**src/include/pcr_pkg.sv**
```systemverilog
// Shared constants and carriers for the second-PLL configuration bytes
package pcr_pkg;

  // Byte offsets of the bank
  localparam logic [7:0] PCR_OFS_INT_HI = 8'h10;
  localparam logic [7:0] PCR_OFS_INT_LO = 8'h11;
  localparam logic [7:0] PCR_OFS_FRAC_HI = 8'h12;
  localparam logic [7:0] PCR_OFS_FRAC_LO = 8'h13;
  localparam logic [7:0] PCR_OFS_STEP_LO = 8'h14;
  localparam logic [7:0] PCR_OFS_DELTA = 8'h15;
  localparam logic [7:0] PCR_OFS_STEP_HI = 8'h16;
  localparam logic [7:0] PCR_OFS_PER_LO = 8'h17;
  localparam logic [7:0] PCR_OFS_CTRL = 8'h18;

  // Bank geometry
  localparam int PCR_NUM_REGS = 9;
  localparam int PCR_IDX_W = 4;
  localparam logic [7:0] PCR_READ_ZERO = 8'h00;

  // Power-on values, indexed by offset minus the first offset
  localparam logic [7:0] PCR_RST_INT_HI = 8'h00;
  localparam logic [7:0] PCR_RST_INT_LO = 8'h3C;
  localparam logic [7:0] PCR_RST_ZERO = 8'h00;
  localparam logic [7:0] PCR_RST_CTRL = 8'h0E;
  localparam logic [PCR_NUM_REGS-1:0][7:0] PCR_RST_VALS = {
    PCR_RST_CTRL, PCR_RST_ZERO, PCR_RST_ZERO, PCR_RST_ZERO, PCR_RST_ZERO,
    PCR_RST_ZERO, PCR_RST_ZERO, PCR_RST_INT_LO, PCR_RST_INT_HI};

  // Writable-bit masks; clear bits are reserved and read zero
  localparam logic [7:0] PCR_MASK_INT_HI = 8'h07;
  localparam logic [7:0] PCR_MASK_FULL = 8'hFF;
  localparam logic [PCR_NUM_REGS-1:0][7:0] PCR_WMASKS = {
    PCR_MASK_FULL, PCR_MASK_FULL, PCR_MASK_FULL, PCR_MASK_FULL, PCR_MASK_FULL,
    PCR_MASK_FULL, PCR_MASK_FULL, PCR_MASK_FULL, PCR_MASK_INT_HI};

  // Filter resistor selects expected after power-on, bits 100k, 50k, 25k, 12k5 (100k off; 50k, 25k, 12k5 on)
  localparam logic [3:0] PCR_RST_FILTER = 4'h7;

  // Layout of the integer-divider upper byte
  typedef struct packed {
    logic [4:0] rsvd;
    logic [2:0] int_hi;
  } pcr_int_hi_s;

  // Layout of the spread and loop-filter control byte
  typedef struct packed {
    logic [1:0] period_hi;
    logic spread_en;
    logic res_100k;
    logic res_50k;
    logic res_25k;
    logic res_12k5;
    logic res_6k;
  } pcr_ctrl_s;

  // Byte access from the serial host engine
  typedef struct packed {
    logic wr_en;
    logic rd_en;
    logic [7:0] addr;
    logic [7:0] wdata;
  } pcr_req_s;

  // Settings driven to the analog PLL
  typedef struct packed {
    logic [10:0] pll2_int_div;
    logic [15:0] pll2_frac_div;
    logic [15:0] pll2_spread_step_size;
    logic [7:0] pll2_spread_step_delta;
    logic [9:0] pll2_spread_period;
    logic pll2_spread_enable;
    logic pll2_filter_res_100k_sel;
    logic pll2_filter_res_50k_sel;
    logic pll2_filter_res_25k_sel;
    logic pll2_filter_res_12k5_sel;
    logic pll2_filter_res_6k_only;
  } pcr_cfg_s;

endpackage

```
**src/core/pcr_byte_reg.sv**
```systemverilog
`timescale 1ns/100ps
`default_nettype none
// One configuration byte with power-on value and writable-bit mask
module pcr_byte_reg #(
  parameter logic [7:0] RESET_VAL = 8'h00,
  parameter logic [7:0] WMASK = 8'hFF
) (
  // Clock and reset
  input wire logic i_core_clk,
  input wire logic i_srst,
  // Write strobe and data
  input wire logic i_wr,
  input wire logic [7:0] i_wdata,
  // Stored byte
  output logic [7:0] o_q
);

  logic [7:0] byte_d;
  logic [7:0] byte_q;

  // Masked bits keep their value, reserved bits stay zero
  always_comb begin
    byte_d = byte_q;
    if (i_wr) begin
      byte_d = (i_wdata & WMASK) | (byte_q & ~WMASK);
    end
  end

  // Register with power-on value
  always_ff @(posedge i_core_clk) begin
    if (i_srst) begin
      byte_q <= RESET_VAL & WMASK;
    end else begin
      byte_q <= byte_d;
    end
  end

  assign o_q = byte_q;

endmodule
`default_nettype wire

```
**src/core/pcr_top.sv**
```systemverilog
`timescale 1ns/100ps
`default_nettype none
// Function
// - 11-bit integer divider: bits 10..8 in 0x10[2:0], bits 7..0 in 0x11.
// - Integer divider low byte powers on 0x3C; upper three bits power on zero.
// - 16-bit fractional divider: high byte 0x12, low byte 0x13, resets zero.
// - 16-bit spread step: low byte 0x14, high byte 0x16, resets zero.
// - 8-bit spread step delta at 0x15, resets zero.
// - 10-bit spread period: bits 7..0 at 0x17, bits 9..8 in 0x18[7:6].
// - 0x18 bit 5 enables spread modulation; powers on disabled.
// - 0x18 bits 4..1 add filter resistors; power on 0,1,1,1.
// - 0x18 bit 0 applies only the 6k resistor; powers on clear.
module pcr_top
  import pcr_pkg::*;
(
  // Clock and reset
  input wire logic i_core_clk,
  input wire logic i_srst,
  // Byte access from serial host engine
  input wire pcr_req_s i_req,
  // Read answer
  output logic o_rd_valid,
  output logic [7:0] o_rdata,
  // Settings to the analog PLL
  output pcr_cfg_s o_cfg
);

  logic in_range;
  logic [PCR_IDX_W-1:0] idx;
  logic [PCR_NUM_REGS-1:0] wr_sel;
  logic [PCR_NUM_REGS-1:0][7:0] regs;
  logic rd_valid_d;
  logic rd_valid_q;
  logic [7:0] rdata_d;
  logic [7:0] rdata_q;
  pcr_int_hi_s int_hi;
  pcr_ctrl_s ctrl;

  // Address decode into a bank index
  // range decode
  always_comb begin
    in_range = (i_req.addr >= PCR_OFS_INT_HI) && (i_req.addr <= PCR_OFS_CTRL);
    idx = PCR_IDX_W'(i_req.addr - PCR_OFS_INT_HI);
    wr_sel = '0;
    if (i_req.wr_en && in_range) begin
      wr_sel[idx] = 1'b1;
    end
  end

  // One byte cell per offset
  // power-on bytes
  for (genvar g = 0; g < PCR_NUM_REGS; g++) begin : g_bank
    pcr_byte_reg #(
      .RESET_VAL(PCR_RST_VALS[g]),
      .WMASK(PCR_WMASKS[g])
    ) u_byte (
      .i_core_clk(i_core_clk),
      .i_srst(i_srst),
      .i_wr(wr_sel[g]),
      .i_wdata(i_req.wdata),
      .o_q(regs[g])
    );
  end

  // Read mux; unmapped offsets answer zero
  // read back
  always_comb begin
    rd_valid_d = i_req.rd_en;
    rdata_d = rdata_q;
    if (i_req.rd_en) begin
      rdata_d = in_range ? regs[idx] : PCR_READ_ZERO;
    end
  end

  // Read answer registers
  always_ff @(posedge i_core_clk) begin
    if (i_srst) begin
      rd_valid_q <= 1'b0;
      rdata_q <= PCR_READ_ZERO;
    end else begin
      rd_valid_q <= rd_valid_d;
      rdata_q <= rdata_d;
    end
  end

  assign o_rd_valid = rd_valid_q;
  assign o_rdata = rdata_q;

  // Field views of the split bytes
  assign int_hi = pcr_int_hi_s'(regs[PCR_IDX_W'(PCR_OFS_INT_HI - PCR_OFS_INT_HI)]);
  assign ctrl = pcr_ctrl_s'(regs[PCR_IDX_W'(PCR_OFS_CTRL - PCR_OFS_INT_HI)]);

  // Assemble PLL settings straight from the byte flops
  // integer divider join
  assign o_cfg.pll2_int_div = {int_hi.int_hi,
    regs[PCR_IDX_W'(PCR_OFS_INT_LO - PCR_OFS_INT_HI)]};
  assign o_cfg.pll2_frac_div = {regs[PCR_IDX_W'(PCR_OFS_FRAC_HI - PCR_OFS_INT_HI)],
    regs[PCR_IDX_W'(PCR_OFS_FRAC_LO - PCR_OFS_INT_HI)]};
  assign o_cfg.pll2_spread_step_size = {regs[PCR_IDX_W'(PCR_OFS_STEP_HI - PCR_OFS_INT_HI)],
    regs[PCR_IDX_W'(PCR_OFS_STEP_LO - PCR_OFS_INT_HI)]};
  assign o_cfg.pll2_spread_step_delta = regs[PCR_IDX_W'(PCR_OFS_DELTA - PCR_OFS_INT_HI)];
  assign o_cfg.pll2_spread_period = {ctrl.period_hi,
    regs[PCR_IDX_W'(PCR_OFS_PER_LO - PCR_OFS_INT_HI)]};
  assign o_cfg.pll2_spread_enable = ctrl.spread_en;
  assign o_cfg.pll2_filter_res_100k_sel = ctrl.res_100k;
  assign o_cfg.pll2_filter_res_50k_sel = ctrl.res_50k;
  assign o_cfg.pll2_filter_res_25k_sel = ctrl.res_25k;
  assign o_cfg.pll2_filter_res_12k5_sel = ctrl.res_12k5;
  assign o_cfg.pll2_filter_res_6k_only = ctrl.res_6k;
endmodule
`default_nettype wire

```
**config.mk**
```make
export PLATFORM = sky130hd
export DESIGN_NAME = pcr_top
export DESIGN_NICKNAME = d
export VERILOG_FILES = /design/src/include/pcr_pkg.sv /design/src/core/pcr_byte_reg.sv /design/src/core/pcr_top.sv
export SDC_FILE = /design/constraint.sdc
export NUM_CORES = 1
export LEC_CHECK = 0
export BUFFER_PORTS_ARGS = -buffer_cell sky130_fd_sc_hd__buf_2
export CORE_ASPECT_RATIO = 1.5
export CORE_MARGIN = 4
export CORE_UTILIZATION = 35
export CTS_BUF_LIST = sky130_fd_sc_hd__clkbuf_8
export DETAILED_ROUTE_END_ITERATION = 8
export PLACE_DENSITY = 0.59
export SYNTH_ARGS = -nofsm -noshare
export SYNTH_HDL_FRONTEND = slang
export SYNTH_SLANG_ARGS = --single-unit
```
**constraint.sdc**
```tcl
create_clock -name i_core_clk -period 2.32 [get_ports i_core_clk]
set_clock_uncertainty 0.15 [all_clocks]
set_input_delay 0.116 -clock i_core_clk [delete_from_list [all_inputs] [get_ports i_core_clk]]
set_output_delay 0.116 -clock i_core_clk [all_outputs]
set_load 0.005 [all_outputs]
```
; ---- Word level (Yosys, flattened, before mapping)
; Cells that the tools add are included.
[totals]
input_bits = 20
ff_bits = 81
[classes]
n_bitwise = 1
order_cmp = 4
muxes = 6
add_sub_neg = 1
n_reduce_logical = 3
[op_table]
columns = op, count
row1 = 8-bit binary-select mux with 4-bit select, 1
row2 = 8-bit 2-to-1 mux, 2
row3 = 9-bit 2-to-1 mux, 1
row4 = 8-bit by 5-bit >= comparator with 1-bit output (second input constant), 1
row5 = 8-bit by 5-bit less-or-equal comparator with 1-bit output (second input constant), 1
row6 = 3-bit by 8-bit bitwise OR with 8-bit output, 1
row7 = 4-bit by 5-bit less-than comparator with 1-bit output (second input constant), 1
row8 = 1-bit demux with 4-bit select, 1
row9 = 4-bit by 1-bit >= comparator with 1-bit output (second input constant), 1
row10 = 4-bit by 1-bit subtractor with 4-bit output (second input constant), 1
row11 = 1-bit logical AND, 3
row12 = 1-bit 2-to-1 mux, 1

; ---- Logic depth before layout (Yosys ltp)
[depth]
depth_word = 6
mapped_depth = 7
depth_no_buf = 4

; ---- Hierarchy
; From an unflattened synthesis, not the netlist that was laid out.
[unflattened]
hier_cells = 348
hier_area_um2 = 3487.1
[by_module_without_submodules]
columns = mod, n_inst, seq_area_each_um2, cells_each, area_each_um2
row1 = pcr_byte_reg (g_bank[2].u_byte ...), 6, 160.2, 26, 285.3
row2 = pcr_top, 1, 180.2, 125, 1039.7
row3 = pcr_byte_reg (g_bank[1].u_byte ...), 2, 160.2, 26, 296.5
row4 = pcr_byte_reg (g_bank[0].u_byte), 1, 60.1, 15, 142.6

; ---- Worst setup path after synthesis
; No wires, ideal clock.
[synth_timing]
path_type = input -> register
startpoint = input port i_req[8] (netlist name)
endpoint = register g_bank[8].u_byte.byte_q[2]
t_arrival_ns = 1.228
cell_stages = 6
t_required_ns = 2.050
setup_ns = 0.120
path_buffers = 3
setup_slack_ns = 0.822
path_cell_list = buf_6 > buf_6 > nor3_4 > nand4_1 > buf_4 > a211o_1
[synth_between]
elab_chain_cells = 6
elab_cells_between_ends = 11
cone_classes = add/sub (1) / order compare (4) / mux (3) / reduce/logical (3)
[synth_lines]
columns = item, line
row1 = start: declaration, pcr_top.sv:20  ; input wire pcr_req_s i_req,
row2 = 4-bit by 1-bit subtractor with 4-bit output, pcr_top.sv:43  ; idx = PCR_IDX_W'(i_req.addr - PCR_OFS_INT_HI);
row3 = 4-bit by 5-bit less-than comparator with 1-bit output (not written as such) or 4-bit by 1-bit >= comparator with 1-bit output (tied branches), pcr_top.sv:46  ; wr_sel[idx] = 1'b1;
row4 = 1-bit logical AND (not written as such), pcr_top.sv:46
row5 = 1-bit 2-to-1 mux (not written as such), pcr_top.sv:46
row6 = 1-bit demux with 4-bit select, pcr_top.sv:46
row7 = 9-bit 2-to-1 mux *, pcr_top.sv:45  ; if (i_req.wr_en && in_range) begin
row8 = end signal: assignment, pcr_byte_reg.sv:32  ; byte_q <= RESET_VAL & WMASK;
row9 = end signal: assignment, pcr_byte_reg.sv:34  ; byte_q <= byte_d;
row10 = end: declaration, pcr_byte_reg.sv:19  ; logic [7:0] byte_q;
; Mark *: on every way between the ends. The rest lies on a longest branch, timed or not.
; A chain may end at the register's enable or synchronous reset.

==> impl_metrics.csv <==
group,metric,value,unit
outcome,status,"finished, final reports clean",
power,combPwrFrac,7.0,%
drt,dr.pass1.iters,4,
synthesis,ys_ff_latch,76,
timing,slew_violations,0,
synthesis,synth_flop_cell,"dfxtp_1",
layout,final_nets,455,
synthesis,yosysTopAreaCellShare,43.8,%
drt,drt_iter0_markers,177,
clocking,path_clk_slew,80,ps
critical_path,endpoint_kind,"flop",
placement,portBuffers,95,
synthesis,synth_cell_types,40,
floorplanning,dieArea,0.0116,mm²
global_route,met2_usage,30.4,%
global_route,grt_max_degree,55,
clocking,htree_num_levels,3,
drt,routedWlPerCell,18.1,µm
layout,fin_util,44.1,%
synthesis,ys_seq_area_share,43.8,%
hold_path,hold_start,"i_srst",
synthesis,syn_nets,364,
clocking,clock_path_buffers,2,
synthesis,yosysWarnings,0,
power,switching_share,23.8,%
placement,place_congestion,0.826,
hold_path,hold_class,"input pin to flop",
critical_path,cp-start-kind,"input pin",
clocking,cts_tree,"built",
power,powerDensity,589,mW/mm²
timing,fin_crit_sh,71.7,%
critical_path,path_class,"input pin to flop",
power,p_clk_share,41.0,%
critical_path,cp.required,2430,ps
critical_path,crit_arrival,1770,ps
timing,fmax,601,MHz
power,p_int,1.92,mW
clocking,postCtsSetupBuffers,0,
drt,wl,10100,µm
synthesis,syn_avg_cell_area,10.1,µm²
critical_path,max_stage_delay,520,ps
layout,nFillCells,968,
clocking,clock-sinks,76,
critical_path,slowest_stage,"dlygate4sd3_1",
synthesis,synth_most_common_cell,"dfxtp_1",
drt,ant_nets,0,
floorplanning,die_w,89.3,µm
global_route,use_met3,3.73,%
timing,fin_crit,1660,ps
synthesis,synthTopCellsByArea,"dfxtp_1, mux2i_1, nor2_1",
critical_path,path_cells,"dlygate4sd3_1 > buf_2 > nor2b_1 > nand2_1 > a21o_1 > o41ai_1",
timing,setup_viol_count_final,0,
global_route,grt_usage,17.9,%
layout,area_growth_syn_to_layout,23.1,%
critical_path,reg2reg_from,"g_bank[1].u_byte.o_q[6]",
clocking,clock-root-buffer,"clkbuf_8",
power,leakage,2.24,nW
drt,drc_errors,0,
synthesis,yosysTopAreaCell,"dfxtp_1",
synthesis,synth_area,0.00347,mm²
critical_path,crit_fanout,7,
synthesis,synth_edf_count,0,
floorplanning,fp.dieH,130,µm
timing,slew_headroom,51.7,%
drt,num_vias,2897,
floorplanning,core_area,0.00969,mm²
global_route,grt_pass1_vias,2917,
power,seq_power_share,52.0,%
timing,hold_viol_final,0,
power,vdd_drop_max,0.329,mV
clocking,cts-resized-gates,0,
global_route,grt_pass1_wl,15600,µm
timing,tightest_slew,724,ps
timing,rsz0062_at_grt,"false",
timing,fin_tns_setup,0,ps
power,switching_power,598,µW
layout,drive_above_1_share,32.3,%
global_route,antenna_found_initial,0,
floorplanning,io_pins,96,
synthesis,synth_common_cells,"dfxtp_1, nor2_1, mux2i_1, clkbuf_1, nand2_1",
floorplanning,rows,44,
global_route,use_met1,21.4,%
clocking,clk_latency,360,ps
drt,viasPerCell,5.22,
placement,detailedPlacementHpwl,7360,µm
floorplanning,start_util,35.8,%
clocking,cts_buffers,9,
layout,antenna_cells,0,
global_route,busiest_layer,"met2",
global_route,overflow,0,
critical_path,worstSetupStartpoint,"i_req[16]",
synthesis,async_flop_share,0,%
synthesis,synthCells,344,
flow_run,maxCapViolations,0,
cells by family (layout without fill, tap and decap cells):
family / count (synthesis) / after routing / share of synthesized area (%)
DFF: 76 / 76 / 43.8
and+or+nand+nor: 120 / 120 / 17.9
buffers and inverters: 37 / 133 / 5.59
AOI/OAI and AO/OA: 33 / 33 / 7.42
muxes: 78 / 78 / 25.2
registers in the layout (all words and copies together), names as in the netlist:
| name | flops |
|---|---|
| o_rd_valid | 1 |
| g_bank.u_byte.o_q | 67 |
| o_rdata | 8 |
metrics by stage:
| stage | cell area, µm² | std cells | hold slack [ps] | total power, mW | setup WS (ps) |
|---|---|---|---|---|---|
| detailed placement | 3980 | 530 | 311 | 1.50 | 338 |
| global placement | 3980 | 530 | 309 | 1.50 | 285 |
| floorplan | 3470 | 344 | 49.1 | 1.46 | 822 |
| CTS | 4270 | 555 | 23.2 | 2.54 | 637 |
| finish | 4270 | 555 | 39.1 | 2.52 | 656 |
| global route | 4270 | 555 | 50.4 | 2.61 | 577 |
final cells by class:
class | count | area [µm²] | share of cell area (%)
multi-input cells | 231 | 1760 | 41.1
well taps | 115 | 144 | 3.37
inverters | 4 | 15.0 | 0.351
clock buffers | 11 | 151 | 3.54
repair buffers | 113 | 633 | 14.8
clock inverters | 5 | 51.3 | 1.20
flip-flops and latches | 76 | 1520 | 35.6
power by group through the flow:
stage / sequential [mW] / clock, mW / combinational, mW
after floorplan: 1.34 / 0 / 0.120
after global placement: 1.34 / 0 / 0.164
after detailed placement: 1.34 / 0 / 0.164
after CTS: 1.31 / 1.05 / 0.176
after global routing: 1.31 / 1.11 / 0.191
final: 1.31 / 1.03 / 0.176
repair_timing:
item | CTS | global route
hold endpoints to repair | 43 | 0
endpoints found under the setup margin | 0 | 0
hold buffers | 9 | 0
worst paths after layout:
check,slack [ps],end,cells past startpoint
max,660,o_rdata[0],6
min reg2reg,320,o_rdata[3],2
max reg2reg,880,o_rdata[6],4
min,40,g_bank[2].u_byte.o_q[2],2
per-layer routing:
metal	up-vias	routed length (µm)
met5	-	0
li1	1388	-
met3	13	643
met4	0	225
met1	1401	4050
met2	95	5150
cell usage in the layout (no fill, tap or decap), types with 2 or more instances in the layout:
master / n
a211o_1: 3
dlygate4sd3_1: 9
o31ai_1: 2
a2111o_1: 4
mux2_2: 6
nand4_2: 3
mux2i_1: 65
o41ai_1: 2
nor2b_1: 5
nand2_1: 12
nand4b_1: 3
a21oi_1: 9
nor2_1: 75
dfxtp_1: 76
clkbuf_8: 11
a221oi_1: 5
nand2b_1: 5
mux4_2: 7
a2111oi_0: 2
a22o_1: 2
inv_1: 5
clkinv_2: 2
buf_2: 95
nor3b_4: 2
buf_4: 9
nor3_1: 4
critical path, delay by kind of cell:
kind,cells,cell delay [ps]
buf+inv,2,710
compound gates,2,540
simple gates,2,400
Note: power is estimated with default switching activity, not from simulation.
